**src/design/bct_pkg.sv**
```systemverilog
//
// Contract
// - Every instruction time is counted in raw clocks, no machine-cycle grouping.
// - Most instructions take as many clocks as they have program bytes.
// - An untaken conditional branch finishes one clock sooner than a taken one.
// - External-data writes can also be routed to the on-chip flash program memory.
// - No external memory bus; every external-data access targets on-chip resources.
// - Add, add-carry, subtract, inc, dec on register or accumulator: 1 byte, 1 clock.
// - Arithmetic or logical ops on a pointer-indirect operand: 1 byte, 2 clocks.
// - Accumulator arithmetic direct or immediate, inc/dec direct: 2 bytes, 2 clocks.
// - AND, OR, XOR of immediate into a direct byte: 3 bytes, 3 clocks.
// - AND, OR, XOR accumulator into direct, or direct/immediate into A: 2 bytes, 2 clocks.
// - AND, OR, XOR of a working register into the accumulator: 1 byte, 1 clock.
// - Clear, complement, four rotates and nibble swap of A: 1 byte, 1 clock.
// - Direct to direct or immediate to direct move: 3 bytes, 3 clocks.
// - Direct/immediate into register 2 bytes 2 clocks; register and A moves 1/1.
// - Moves into pointer-addressed RAM take 2 clocks; 1 byte from A, else 2.
// - Loading the data pointer with a 16-bit constant: 3 bytes, 3 clocks.
// - Both code memory reads: 1 byte, 3 clocks, address A plus pointer or PC.
// - All four external-data moves: 1 byte, 3 clocks, 8-bit or 16-bit address.
// - Push and pop of a direct byte take 2 clocks each.
// - Exchange of a direct byte with the accumulator: 2 bytes, 2 clocks.
// - The single unassigned opcode behaves exactly as no-operation.
//
package bct_pkg;

    // ========================================================================
    // Constants
    // ========================================================================
    localparam int unsigned CNT_W          = 3;
    localparam logic [15:0] PC_RESET       = 16'h0000;
    localparam logic [7:0]  OP_NOP         = 8'h00;
    localparam logic [7:0]  OP_SPARE       = 8'hA5;
    localparam logic [7:0]  OP_CODE_RD_PC  = 8'h83;
    localparam logic [7:0]  OP_CODE_RD_DP  = 8'h93;
    localparam logic [7:0]  OP_XD_WR_DP    = 8'hF0;
    localparam logic [7:0]  OP_XD_RD_RI    = 8'hE2;
    localparam logic [7:0]  OP_LOAD_DP     = 8'h90;
    localparam logic [7:0]  OP_DIV         = 8'h84;
    localparam logic [7:0]  OP_JUMP_CARRY  = 8'h40;

    // ========================================================================
    // Types
    // ========================================================================
    typedef struct packed {
        logic [1:0] len;
        logic [3:0] cyc;
        logic       cond;
        logic       jump;
        logic       code_rd;
        logic       xd_rd;
        logic       xd_wr;
    } bct_decode_t;

    typedef struct packed {
        logic        done;
        logic [7:0]  opcode;
        logic [15:0] operand;
        logic        taken;
    } bct_retire_t;

    typedef struct packed {
        logic        rd;
        logic        ram_wr;
        logic        flash_wr;
        logic [15:0] addr;
        logic [7:0]  wdata;
    } bct_xreq_t;

    typedef struct packed {
        logic        rd;
        logic [15:0] addr;
    } bct_creq_t;

    localparam bct_decode_t DEC_NOP = '{len: 2'd1, cyc: 4'd1, default: 1'b0};

endpackage : bct_pkg

```
**src/design/bct_decoder.sv**
```systemverilog
`timescale 1ns/1ps
module bct_decoder
    import bct_pkg::*;
(
    input  wire logic [7:0]  opcode,
    output bct_decode_t      dec
);

    function automatic bct_decode_t mk(input logic [1:0] l, input logic [3:0] c);
        bct_decode_t d;
        d     = DEC_NOP;
        d.len = l;
        d.cyc = c;
        return d;
    endfunction : mk

    // ========================================================================
    // Length and clock table
    // ========================================================================
    always_comb begin
        dec = DEC_NOP;
        if (opcode[3]) begin
            dec = mk(2'd1, 4'd1);
            case (opcode[7:4])
                4'h7, 4'h8, 4'hA: dec = mk(2'd2, 4'd2);
                4'hB: begin
                    dec      = mk(2'd3, 4'd4);
                    dec.cond = 1'b1;
                end
                4'hD: begin
                    dec      = mk(2'd2, 4'd3);
                    dec.cond = 1'b1;
                end
                default: ;
            endcase
        end else begin
            case (opcode[2:0])
                3'd6, 3'd7: begin
                    dec = mk(2'd1, 4'd2);
                    case (opcode[7:4])
                        4'h7, 4'h8, 4'hA: dec = mk(2'd2, 4'd2);
                        4'hB: begin
                            dec      = mk(2'd3, 4'd5);
                            dec.cond = 1'b1;
                        end
                        default: ;
                    endcase
                end
                3'd5: begin
                    dec = mk(2'd2, 4'd2);
                    case (opcode[7:4])
                        4'h7, 4'h8: dec = mk(2'd3, 4'd3);
                        4'hA: dec = DEC_NOP;
                        4'hB, 4'hD: begin
                            dec      = mk(2'd3, 4'd4);
                            dec.cond = 1'b1;
                        end
                        default: ;
                    endcase
                end
                3'd4: begin
                    dec = mk(2'd1, 4'd1);
                    case (opcode[7:4])
                        4'h2, 4'h3, 4'h4, 4'h5, 4'h6, 4'h7, 4'h9: dec = mk(2'd2, 4'd2);
                        4'h8: dec = mk(2'd1, 4'd8);
                        4'hA: dec = mk(2'd1, 4'd4);
                        4'hB: begin
                            dec      = mk(2'd3, 4'd4);
                            dec.cond = 1'b1;
                        end
                        default: ;
                    endcase
                end
                3'd1: begin
                    dec      = mk(2'd2, 4'd3);
                    dec.jump = 1'b1;
                end
                3'd0: begin
                    case (opcode[7:4])
                        4'h0: dec = DEC_NOP;
                        4'h1, 4'h2, 4'h3: begin
                            dec      = mk(2'd3, 4'd4);
                            dec.cond = 1'b1;
                        end
                        4'h4, 4'h5, 4'h6, 4'h7: begin
                            dec      = mk(2'd2, 4'd3);
                            dec.cond = 1'b1;
                        end
                        4'h8: begin
                            dec      = mk(2'd2, 4'd3);
                            dec.jump = 1'b1;
                        end
                        4'h9: dec = mk(2'd3, 4'd3);
                        4'hE: begin
                            dec       = mk(2'd1, 4'd3);
                            dec.xd_rd = 1'b1;
                        end
                        4'hF: begin
                            dec       = mk(2'd1, 4'd3);
                            dec.xd_wr = 1'b1;
                        end
                        default: dec = mk(2'd2, 4'd2);
                    endcase
                end
                default: begin
                    case (opcode[7:4])
                        4'h0, 4'h1: begin
                            dec      = opcode[0] ? mk(2'd1, 4'd1) : mk(2'd3, 4'd4);
                            dec.jump = ~opcode[0];
                        end
                        4'h2, 4'h3: begin
                            dec      = opcode[0] ? mk(2'd1, 4'd1) : mk(2'd1, 4'd5);
                            dec.jump = ~opcode[0];
                        end
                        4'h4, 4'h5, 4'h6: dec = opcode[0] ? mk(2'd3, 4'd3) : mk(2'd2, 4'd2);
                        4'h7: begin
                            dec      = opcode[0] ? mk(2'd1, 4'd3) : mk(2'd2, 4'd2);
                            dec.jump = opcode[0];
                        end
                        4'h8, 4'h9: begin
                            dec         = opcode[0] ? mk(2'd1, 4'd3) : mk(2'd2, 4'd2);
                            dec.code_rd = opcode[0];
                        end
                        4'hE: begin
                            dec       = mk(2'd1, 4'd3);
                            dec.xd_rd = 1'b1;
                        end
                        4'hF: begin
                            dec       = mk(2'd1, 4'd3);
                            dec.xd_wr = 1'b1;
                        end
                        default: dec = opcode[0] ? mk(2'd1, 4'd1) : mk(2'd2, 4'd2);
                    endcase
                end
            endcase
        end
    end

endmodule : bct_decoder

```
**src/design/bct_core.sv**
```systemverilog
`timescale 1ns/1ps
module bct_core
    import bct_pkg::*;
(
    input  wire logic        sys_clk,
    input  wire logic        arst_n,
    input  wire logic [7:0]  prog_data,
    input  wire logic        branch_cond,
    input  wire logic [15:0] branch_target,
    input  wire logic [7:0]  acc,
    input  wire logic [15:0] data_pointer,
    input  wire logic [7:0]  working_ptr,
    input  wire logic        store_wen,
    output logic             prog_rd,
    output logic [15:0]      prog_addr,
    output bct_retire_t      retire,
    output bct_creq_t        creq,
    output bct_xreq_t        xreq
);

    // ========================================================================
    // Elaboration checks
    // ========================================================================
    if (CNT_W < 3) begin : g_cnt_check
        $error("Cycle counter is too narrow for the longest instruction.");
    end

    // ========================================================================
    // Decode and sequencing state
    // ========================================================================
    bct_decode_t        dec_now;
    bct_decode_t        dec_q;
    bct_decode_t        dec_cur;
    logic [CNT_W-1:0]   cnt;
    logic [CNT_W-1:0]   cnt_cur;
    logic               in_instr;
    logic               taken_q;
    logic [7:0]         opcode_q;
    logic [7:0]         op_cur;
    logic [15:0]        operand_q;
    logic [15:0]        next_operand;
    logic               active;
    logic               op_start;
    logic               last_byte;
    logic               taken_now;
    logic [3:0]         need;
    logic               finish;
    logic               more_bytes;
    logic               next_prog_rd;
    logic               access_cycle;

    bct_decoder u_decoder (
        .opcode (prog_data),
        .dec    (dec_now)
    );

    // ========================================================================
    // Cycle accounting
    // ========================================================================
    // The opcode cycle decodes straight from the fetched byte, so a one-clock
    // instruction finishes in the very cycle its opcode arrives.
    always_comb begin
        active    = in_instr | prog_rd;
        op_start  = prog_rd & ~in_instr;
        dec_cur   = in_instr ? dec_q : dec_now;
        cnt_cur   = in_instr ? cnt : '0;
        op_cur    = in_instr ? opcode_q : prog_data;
        last_byte = active && ({1'b0, cnt_cur} == {2'b00, dec_cur.len} - 4'd1);
        taken_now = taken_q;
        if (last_byte) begin
            taken_now = dec_cur.cond ? branch_cond : dec_cur.jump;
        end
        need = dec_cur.cyc;
        if (dec_cur.cond && !taken_now) begin
            need = dec_cur.cyc - 4'd1;
        end
        finish       = active && ({1'b0, cnt_cur} == need - 4'd1);
        more_bytes   = active && ({1'b0, cnt_cur} + 4'd1 < {2'b00, dec_cur.len});
        next_prog_rd = ~active | finish | more_bytes;
        access_cycle = active && (cnt_cur == 3'd1);
    end

    always_ff @(posedge sys_clk or negedge arst_n) begin
        if (!arst_n) begin
            prog_rd <= 1'b0;
        end else begin
            prog_rd <= next_prog_rd;
        end
    end

    always_ff @(posedge sys_clk or negedge arst_n) begin
        if (!arst_n) begin
            in_instr <= 1'b0;
            cnt      <= '0;
        end else begin
            in_instr <= active & ~finish;
            cnt      <= (finish || !active) ? '0 : cnt_cur + 3'd1;
        end
    end

    always_ff @(posedge sys_clk or negedge arst_n) begin
        if (!arst_n) begin
            dec_q    <= DEC_NOP;
            opcode_q <= OP_NOP;
            taken_q  <= 1'b0;
        end else begin
            if (op_start) begin
                dec_q    <= dec_now;
                opcode_q <= prog_data;
            end
            if (op_start) begin
                taken_q <= 1'b0;
            end
            if (last_byte) begin
                taken_q <= taken_now;
            end
        end
    end

    // ========================================================================
    // Program counter
    // ========================================================================
    // A redirect only ever lands on a cycle with no byte fetch, since every
    // taken transfer runs at least one clock past its last byte.
    always_ff @(posedge sys_clk or negedge arst_n) begin
        if (!arst_n) begin
            prog_addr <= PC_RESET;
        end else if (finish && taken_now) begin
            prog_addr <= branch_target;
        end else if (prog_rd) begin
            prog_addr <= prog_addr + 16'h0001;
        end
    end

    // ========================================================================
    // Operand capture and retirement
    // ========================================================================
    always_comb begin
        next_operand = op_start ? 16'h0000 : operand_q;
        if (prog_rd && cnt_cur == 3'd1) begin
            next_operand[7:0] = prog_data;
        end
        if (prog_rd && cnt_cur == 3'd2) begin
            next_operand[15:8] = prog_data;
        end
    end

    always_ff @(posedge sys_clk or negedge arst_n) begin
        if (!arst_n) begin
            operand_q <= 16'h0000;
        end else begin
            operand_q <= next_operand;
        end
    end

    always_ff @(posedge sys_clk or negedge arst_n) begin
        if (!arst_n) begin
            retire <= '0;
        end else begin
            retire.done    <= finish;
            retire.opcode  <= op_cur;
            retire.operand <= next_operand;
            retire.taken   <= taken_now & finish;
        end
    end

    // ========================================================================
    // On-chip memory requests
    // ========================================================================
    // The PC seen in the second clock already points past the one-byte
    // instruction, which is the base the PC-relative code read needs.
    always_ff @(posedge sys_clk or negedge arst_n) begin
        if (!arst_n) begin
            creq <= '0;
        end else begin
            creq.rd   <= access_cycle & dec_cur.code_rd;
            creq.addr <= {8'h00, acc} + (op_cur[4] ? data_pointer : prog_addr);
        end
    end

    // There is no external bus: every external-data access leaves on these
    // on-chip strobes, and a write goes to flash only while store_wen is set.
    always_ff @(posedge sys_clk or negedge arst_n) begin
        if (!arst_n) begin
            xreq <= '0;
        end else begin
            xreq.rd       <= access_cycle & dec_cur.xd_rd;
            xreq.ram_wr   <= access_cycle & dec_cur.xd_wr & ~store_wen;
            xreq.flash_wr <= access_cycle & dec_cur.xd_wr & store_wen;
            xreq.addr     <= op_cur[1] ? {8'h00, working_ptr} : data_pointer;
            xreq.wdata    <= acc;
        end
    end

    // ========================================================================
    // Assertions
    // ========================================================================
    logic [3:0] gap_cnt;

    always_ff @(posedge sys_clk or negedge arst_n) begin
        if (!arst_n) begin
            gap_cnt <= 4'd0;
        end else if (prog_rd) begin
            gap_cnt <= 4'd0;
        end else if (gap_cnt != 4'hF) begin
            gap_cnt <= gap_cnt + 4'd1;
        end
    end

    fetch_gap_a: assert property (@(posedge sys_clk) disable iff (!arst_n)
        gap_cnt < 4'd8)
        else $error("Fetch stalled longer than the slowest instruction.");

    reg_add_a: assert property (@(posedge sys_clk) disable iff (!arst_n)
        op_start && prog_data[7:3] == 5'b00101 |-> ##1 retire.done && prog_rd)
        else $error("Register add did not retire in one clock.");

    ind_alu_a: assert property (@(posedge sys_clk) disable iff (!arst_n)
        op_start && prog_data[7:1] == 7'b0101011 |-> ##1 !retire.done && !prog_rd ##1 retire.done)
        else $error("Indirect logic op did not take two clocks.");

    imm_add_a: assert property (@(posedge sys_clk) disable iff (!arst_n)
        op_start && prog_data[7:4] == 4'h2 && prog_data[3:1] == 3'b010 |->
        ##1 prog_rd && !retire.done ##1 retire.done)
        else $error("Two-byte accumulator add did not take two clocks.");

    imm_direct_a: assert property (@(posedge sys_clk) disable iff (!arst_n)
        op_start && (prog_data == 8'h53 || prog_data == 8'h85) |->
        ##1 prog_rd [*2] ##1 retire.done)
        else $error("Three-byte direct op did not take three clocks.");

    rotate_a: assert property (@(posedge sys_clk) disable iff (!arst_n)
        op_start && (prog_data == 8'h23 || prog_data == 8'hC4) |-> ##1 retire.done)
        else $error("Accumulator rotate or swap exceeded one clock.");

    load_dp_a: assert property (@(posedge sys_clk) disable iff (!arst_n)
        op_start && prog_data == OP_LOAD_DP |-> ##3 retire.done && retire.opcode == OP_LOAD_DP)
        else $error("Pointer load did not retire on the third clock.");

    code_rd_a: assert property (@(posedge sys_clk) disable iff (!arst_n)
        op_start && (prog_data == OP_CODE_RD_PC || prog_data == OP_CODE_RD_DP) |->
        ##2 creq.rd ##1 retire.done && !creq.rd)
        else $error("Code read timing broken.");

    code_pc_a: assert property (@(posedge sys_clk) disable iff (!arst_n)
        op_start && prog_data == OP_CODE_RD_PC |->
        ##2 creq.addr == {8'h00, $past(acc)} + $past(prog_addr))
        else $error("PC-relative code address wrong.");

    flash_wr_a: assert property (@(posedge sys_clk) disable iff (!arst_n)
        op_start && prog_data == OP_XD_WR_DP && store_wen |=> store_wen |->
        ##1 xreq.flash_wr && !xreq.ram_wr ##1 retire.done)
        else $error("Flash-enabled write not routed to flash.");

    xd_rd_a: assert property (@(posedge sys_clk) disable iff (!arst_n)
        op_start && prog_data == OP_XD_RD_RI |=>
        ##1 xreq.rd && xreq.addr[15:8] == 8'h00 ##1 retire.done)
        else $error("Pointer-register external read timing broken.");

    untaken_a: assert property (@(posedge sys_clk) disable iff (!arst_n)
        op_start && prog_data == OP_JUMP_CARRY ##1 !branch_cond |->
        ##1 retire.done && !retire.taken)
        else $error("Untaken short branch did not finish in two clocks.");

    taken_a: assert property (@(posedge sys_clk) disable iff (!arst_n)
        op_start && prog_data == OP_JUMP_CARRY ##1 branch_cond |->
        ##1 !retire.done ##1 retire.done && retire.taken)
        else $error("Taken short branch did not take three clocks.");

    spare_op_a: assert property (@(posedge sys_clk) disable iff (!arst_n)
        op_start && prog_data == OP_SPARE |-> ##1 retire.done && prog_rd && !xreq.rd)
        else $error("Spare opcode not treated as no-operation.");

    div_a: assert property (@(posedge sys_clk) disable iff (!arst_n)
        op_start && prog_data == OP_DIV |-> ##1 !prog_rd [*7] ##1 retire.done)
        else $error("Divide did not take eight clocks.");

endmodule : bct_core

```
**config.mk**
```make
export PLATFORM = sky130hd
export DESIGN_NAME = bct_core
export DESIGN_NICKNAME = d
export VERILOG_FILES = /design/src/design/bct_pkg.sv /design/src/design/bct_decoder.sv /design/src/design/bct_core.sv
export SDC_FILE = /design/constraint.sdc
export NUM_CORES = 1
export LEC_CHECK = 0
export BUFFER_PORTS_ARGS = -buffer_cell sky130_fd_sc_hd__buf_2
export CELL_PAD_IN_SITES_DETAIL_PLACEMENT = 1
export CELL_PAD_IN_SITES_GLOBAL_PLACEMENT = 1
export CORE_ASPECT_RATIO = 0.6
export CORE_UTILIZATION = 41
export CTS_CLUSTER_DIAMETER = 30
export CTS_CLUSTER_SIZE = 8
export DETAILED_ROUTE_END_ITERATION = 7
export PLACE_DENSITY = 0.81
export SYNTH_ARGS = -nofsm -noshare
export SYNTH_HDL_FRONTEND = slang
export SYNTH_SLANG_ARGS = --single-unit
```
**constraint.sdc**
```tcl
create_clock -name sys_clk -period 5.3 [get_ports sys_clk]
set_input_delay 1.06 -clock sys_clk [delete_from_list [all_inputs] [get_ports sys_clk]]
set_output_delay 1.06 -clock sys_clk [all_outputs]
set_load 0.03 [all_outputs]
```
* Word-level counts from Yosys, hierarchy flattened
Memories as Yosys holds them, arrays and structs flattened.
Cells that the tools add are included.
W data, S select, Z words.
** Word-level totals
- Register bits :: 111
- Memories kept :: 1
- Word-level logic and storage cells :: 127
- ROM bits :: 144
- Input bits :: 60
- Output and inout port bits :: 87
** Memories
- (no name shown) :: depth 16, width 9, read ports 1, clocked after Yosys merged registers in 0, wr ports 0, line bct_decoder.sv:79 : case (opcode[7:4])
** Cells by class
- Order comparisons :: 1
- Equality and inequality tests :: 23
- Bitwise gates (word level) :: 16
- $add $sub $neg :: 7
- Reductions and logical operators :: 26
- Muxes and demuxes :: 28
** Operator list (count)
- $mux W16 :: 5
- $pmux W11 S7 :: 1
- $pmux W11 S3 :: 2
- $mux W11 :: 5
- $pmux W11 S5 :: 1
- $pmux W11 S4 :: 1
- $mux W8 :: 4
- $eq A4 B4 Y1 const B :: 7
- $pmux W11 S2 :: 1
- $add A16 B1 Y16 const B :: 1
- $add A8 B16 Y16 :: 1
- $eq A4 B3 Y1 const B :: 4
- $eq A3 B3 Y1 const B :: 4
- $reduce_or A2 Y1 :: 6
- $mux W10 :: 1
- $and A1 B1 Y1 :: 8
- $eq A3 B4 Y1 :: 2
- $eq A4 B2 Y1 const B :: 2
- $logic_and A1 B1 Y1 :: 8
- $reduce_bool A2 Y1 :: 4
- $sub A4 B1 Y4 const B :: 2
- $reduce_or A7 Y1 :: 1
- $eq A3 B1 Y1 const B :: 2
- $mux W3 :: 2
- other kinds (15) :: 26

* Depth between registers and ports, before layout
- Depth after elaboration :: 18
- Gate-level depth with buffers :: 25
- Depth with buffers taken out :: 21

* Modules after synthesis
From an unflattened synthesis, not the netlist that was laid out.
** Unflattened totals
- Cell total of the unflattened synthesis :: 660
- Area total of the unflattened synthesis :: 6388.6 um2
** Modules (own cells, without submodules)
- bct_core :: instances 1, sequential area each 2780.2 um2, cells an instance 526, area an instance 5524.0 um2
- bct_decoder :: instances 1, sequential area each 0.0 um2, cells an instance 134, area an instance 864.6 um2

* Worst setup path before layout
Ideal clock, no wire load.
- Path kind :: input to register
- Start :: input port prog_data[2]
- End :: register prog_addr[0]
- Stages on the path :: 23
- Setup time :: 0.125 ns
- Slack :: -0.115 ns
- Path buffers :: 4
- Required time :: 5.175 ns
- Arrival time :: 5.290 ns
- Cell sequence :: buf_2 -> buf_1 -> nand3_1 -> o21ai_0 -> a22oi_1 -> o2111a_1 -> o41ai_1 -> o21ai_0 -> ha_1 -> and4bb_1 -> nand2_1 -> mux2i_1 -> nand2_1 -> mux2_2 -> ha_1 -> xor2_1 -> xnor2_1 -> nor3b_1 -> a21o_1 -> and4_1 -> buf_6 -> buf_6 -> mux2_4
** Between the ends
- Word-level cells in the longest chain between the ends :: 17
- Elaborated cells on any way between the ends :: 25
- Those cells by class :: add/sub (3); eq/ne (7); mux (7); reduce/logical (8)
** Ends and longest elaborated chain
- from (decl) :: line bct_core.sv:7 : input wire logic [7:0] prog_data,
- $eq A3 B3 Y1 :: line bct_decoder.sv:37 : case (opcode[2:0])
- $reduce_or A2 Y1 :: line bct_decoder.sv:37
- $pmux W11 S5 * :: line bct_decoder.sv:37
- $mux W11 * :: line bct_decoder.sv:22 : if (opcode[3]) begin
- $mux W11 * :: line bct_core.sv:65 : dec_cur = in_instr ? dec_q : dec_now;
- $sub A2 B1 Y3 :: line bct_core.sv:68 : last_byte = active && ({1'b0, cnt_cur} == {2'b00, dec_cur.len} - 4'd1);
- $eq A3 B4 Y1 :: line bct_core.sv:68
- $logic_and A1 B1 Y1 :: line bct_core.sv:68
- $mux W1 :: line bct_core.sv:70 : if (last_byte) begin
- $logic_not A1 Y1 :: line bct_core.sv:74 : if (dec_cur.cond && !taken_now) begin
- $logic_and A1 B1 Y1 :: line bct_core.sv:74
- $mux W4 :: line bct_core.sv:74
- $sub A4 B1 Y4 :: line bct_core.sv:77 : finish = active && ({1'b0, cnt_cur} == need - 4'd1);
- $eq A3 B4 Y1 :: line bct_core.sv:77
- $logic_and A1 B1 Y1 :: line bct_core.sv:77
- $logic_and A1 B1 Y1 * :: line bct_core.sv:128 : end else if (finish && taken_now) begin
- $mux W16 / $reduce_bool A2 Y1 (equally long branches)
- to (signal assigned) :: line bct_core.sv:129 : prog_addr <= branch_target;
- to (signal assigned) :: line bct_core.sv:131 : prog_addr <= prog_addr + 16'h0001;
- to (decl) :: line bct_core.sv:15 : output logic [15:0] prog_addr,
Every way passes the cells marked *; elsewhere a longest branch is shown, timed or not.
A chain may end at the register's enable or synchronous reset.

* Worst setup path in the final report
- Start :: input port prog_data[7]
- End :: register prog_addr[8]
** Between the ends
- Word-level cells in the longest chain between the ends :: 18
- Elaborated cells on any way between the ends :: 47
- Those cells by class :: add/sub (3); eq/ne (16); mux (12); reduce/logical (15); memory (1)
** Ends and longest elaborated chain
- $eq A4 B2 Y1, or another cell as far along :: line bct_decoder.sv:63, bct_decoder.sv:106
- $reduce_or A7 Y1, or another cell as far along :: line bct_decoder.sv:63 : case (opcode[7:4])
- $pmux W11 S4, or another cell as far along :: line bct_decoder.sv:63
- $pmux W11 S5 :: line bct_decoder.sv:37
- $mux W11 * :: line bct_decoder.sv:22
- $mux W11 * :: line bct_core.sv:65
- $sub A2 B1 Y3 :: line bct_core.sv:68
- $eq A3 B4 Y1 :: line bct_core.sv:68
- (+2 left out)
- $logic_not A1 Y1 :: line bct_core.sv:74
- $logic_and A1 B1 Y1 :: line bct_core.sv:74
- $mux W4 :: line bct_core.sv:74
- $sub A4 B1 Y4 :: line bct_core.sv:77
- $eq A3 B4 Y1 :: line bct_core.sv:77
- $logic_and A1 B1 Y1 :: line bct_core.sv:77
- $logic_and A1 B1 Y1 * :: line bct_core.sv:128
- $mux W16 / $reduce_bool A2 Y1 (equally long branches)
Marked as above.

==> summary.txt <==
Status
  • Outcome: complete, no violations

Drt
  • Post-Route WL: 19.0 mm
  • Remaining DRCs: 0
  • Via density: 5.37
  • Detailed-route via count: 5191
  • WL/cell: 19.7 um
  • Routed Antenna Nets: 0
  • Initial DRC Count: 246
  • DRT Pass-1 Iters: 4

Clocking
  • Htree depth: 3
  • Max clock buf depth: 2
  • Root Buffer Master: clkbuf_16
  • Clock sink count: 111
  • Clock Latency Late Sink: 0.36 ns
  • Clock transition at the registers of the reported paths: 0.08 ns
  • CTS buffer count: 9
  • TritonCTS clock tree: done

Setup path
  • Worst path most repeated cell: ha_1
  • Endpoint class of the critical path: flop
  • Crit Path Max Fanout: 13
  • Slowest stage delay, CP: 0.34 ns
  • Crit-path cells: buf_2 > nand2b_1 > buf_4 > o21ai_1 > a21oi_1 > o41ai_1 > o21ai_0 > ha_1 > and4bb_1 > nand2_1 > mux2i_2 > nand2_2 > mux2_2 > ha_1 > xor2_1 > xnor2_1 > nor3b_1 > a21o_1 > and4_4 > buf_12 > mux2_1
  • Critical path's top delay family: simple AND/OR/NAND/NOR gates
  • Critical path launch point type: input port
  • Critical Path AT: 5.34 ns
  • Critical Path RT: 5.53 ns
  • Crit-path slowest cell: mux2_1
  • WP buf/inv: 3
  • WS Path Type: input port to flop

Final layout
  • Fill cells: 1608
  • Antenna Diode Count: 0
  • Layout cells sized above 1: 32.4%
  • Core Util, Final: 53.7%
  • Layout Nets: 848
  • Post-Layout Cell Count: 966
  • Final Instance Area: 7450 sq um
  • Area Overhead vs Synth: 25.5%

Logic synthesis
  • Number of flops mapped to enable cells by yosys: 0
  • Syn nets: 682
  • Synth warn: 0
  • Syn Area/Cell: 9.84 sq um
  • Synth Flop Type: dfrtp_1
  • Synth area leader: dfrtp_1
  • Library cells used by synthesis: 64
  • Register area share after synthesis: 46.8%
  • Cells after Synth: 603
  • Asr flop ratio synth: 100%
  • Synth top area cells: dfrtp_1 46%, nand2_1 6.1%, xnor2_1 4.9%
  • Mapped Area: 5940 sq um
  • FF+latch count, synth: 111
  • Top-area cell type share of the netlist area: 46.0%

Placement
  • RD Place Congestion: 0.859
  • Hpwl dp: 14.4 mm
  • Placed Area: 7080 sq um
  • Buffers added on ports: 146
  • DP Cell Count: 946

Global route
  • First-pass GRT wire length: 28.9 mm
  • Remaining global-route overflow: 0
  • Initial antenna violation count: 0
  • Vias in the first global route: 5337
  • Largest net degree at the start of global routing: 75
  • GRT Util Overall: 25.4%

Timing
  • Slew @ Worst Pin: 1.00 ns
  • Ratio of final minimum period to clock period: 96.5%
  • Min cycle time layout: 5.11 ns
  • Max_slew headroom: 33.0%
  • Final Hold Vio Count: 0
  • Final Setup Violations: 0
  • Worst Skew: 0.0132 ns
  • Max-slew violation total from the final report: 0
  • Max Freq: 196 MHz

Power and ir drop
  • P_leak: 0.00372 uW
  • Internal Pwr Total: 1320 uW
  • Combinational share of power: 16.0%
  • Pwr Density: 251 nW/um^2
  • Sw frac: 29.7%
  • Clk pwr share: 36.8%
  • Psw: 555 uW
  • Share of power burned in registers: 47.2%
  • VDD IR max: 0.150 mV
  • Total power: 1870 uW

Floorplanning
  • Die height: 95.2 um
  • Chip width: 157 um
  • Core Area: 13900 sq um
  • # rows: 33
  • DIE AREA: 15000 sq um
  • Starting density of the core: 42.8%
  • IO Count: 147

Worst hold path
  • Hold crit path type: flop to flop

Job
  • Max-cap viol count: 0
==> worst reg2reg max path: cells and delay by family, from the launching register on <==
family,cells,cell delay (ns)
multiplexers,4,1.20
flip-flops,1,0.73
AND/OR/NAND/NOR,4,0.69
adder cells (fa/ha/maj),2,0.47
XOR/XNOR,3,0.46
buffers and inverters,2,0.40
AO/OA/AOI/OAI,1,0.13
==> through the flow <==
step / setup TNS (ns) / hold WS, ns / worst slack, ns
3_3_place_gp: -0.586 / 0.458 / -0.0492
6_report: 0 / 0.485 / 0.186
5_1_grt: -0.619 / 0.500 / -0.0595
3_5_place_dp: -3.19 / 0.466 / -0.236
4_1_cts: 0 / 0.484 / 0.120
2_1_floorplan: 0 / 0.445 / 0.0116
==> layout by cell type, fill, tap and decap left out, types with 7 or more instances in the layout <==
master	instances
dfrtp_1	109
clkbuf_16	10
nand4_1	8
nand2_1	96
nand3_1	32
mux2_2	19
a21oi_1	21
inv_1	17
xnor2_1	33
mux2i_1	15
buf_2	144
buf_4	40
xor2_1	9
mux2_4	9
and3_1	9
o21ai_0	37
a21o_1	7
nor2_1	30
mux2_1	7
and2_1	9
ha_1	17
==> layer usage <==
| metal | routed length, um | track usage [%] | up-vias |
|---|---|---|---|
| met2 | 8800 | 40.1 | 124 |
| met3 | 813 | 4.41 | 23 |
| met5 | 0 | 0 | - |
| met1 | 9170 | 36.3 | 2622 |
| li1 | - | - | 2422 |
| met4 | 259 | 6.15 | 0 |
==> power by group through the flow <==
stage                     clock [uW]  combinational (uW)  sequential [uW]
after floorplan                    0                 107              957
after global routing             739                 322              886
after detailed placement           0                 294              901
after global placement             0                 282              898
after CTS                        707                 295              884
final                            689                 299              883
==> path summary, 6_finish.rpt <==
check,startpoint,endpoint,slack [ns],depth (start not counted)
setup reg to reg,in_instr$_DFF_PN0_,prog_addr[8]$_DFFE_PN0P_,1.10,16
hold / removal,opcode_q[3]$_DFFE_PN0P_,opcode_q[3]$_DFFE_PN0P_,0.48,2
setup / recovery,prog_data[7],prog_addr[8]$_DFFE_PN0P_,0.19,21
max in group asynchronous,arst_n,creq[0]$_DFF_PN0_,3.37,2
min in group asynchronous,arst_n,creq[4]$_DFF_PN0_,0.85,1
hold reg to reg,opcode_q[3]$_DFFE_PN0P_,opcode_q[3]$_DFFE_PN0P_,0.48,2
==> cell usage after synthesis (all sizes together) (2+ instances only) <==
cell type / count
nor2: 31
nand4b: 3
xnor2: 33
or2: 3
mux2i: 16
a21oi: 22
o41ai: 2
nor3: 6
xor2: 9
mux2: 35
and3: 9
nor2b: 5
nand4: 8
and2: 10
a31o: 3
o22ai: 3
o211ai: 2
buf: 16
a21boi: 2
o21bai: 4
and4: 2
o21ai: 41
a31oi: 4
ha: 18
o221ai: 2
a21o: 7
clkbuf: 17
a32oi: 3
inv: 20
nand3: 32
or3: 4
nor3b: 2
dfrtp: 109
dfstp: 2
nand2b: 5
nand2: 97
==> registers in the layout, indices dropped and copies added (netlist names) <==
register / count
xreq: 27
retire: 26
creq: 17
prog_addr: 16
dec_q: 11
opcode_q: 8
cnt: 3
in_instr: 1
prog_rd: 1
taken_q: 1
==> timing repair <==
item                                    CTS  global route
hold buffers                              0             0
resized for setup                         0            10
endpoints found under the setup margin    0            16
setup buffers                             0             3
==> final cells by class <==
class,instances,area [sq um],area share [%]
repair buffers,188,1110,14.9
well taps,192,240,3.23
inverters,20,75.1,1.01
multi-input cells,439,2950,39.6
flip-flops and latches,111,2780,37.3
clock buffers,9,225,3.02
clock inverters,7,70.1,0.941
==> logic make-up after synthesis <==
kind of cell,after synthesis,synth area share (%)
fa+ha+maj,19,4.13
xor+xnor,42,6.20
simple gates,221,17.6
compound gates,106,11.4
flops,111,46.8
mux,51,9.91
buf+inv,53,3.90
(Power assumes the default switching activity.)
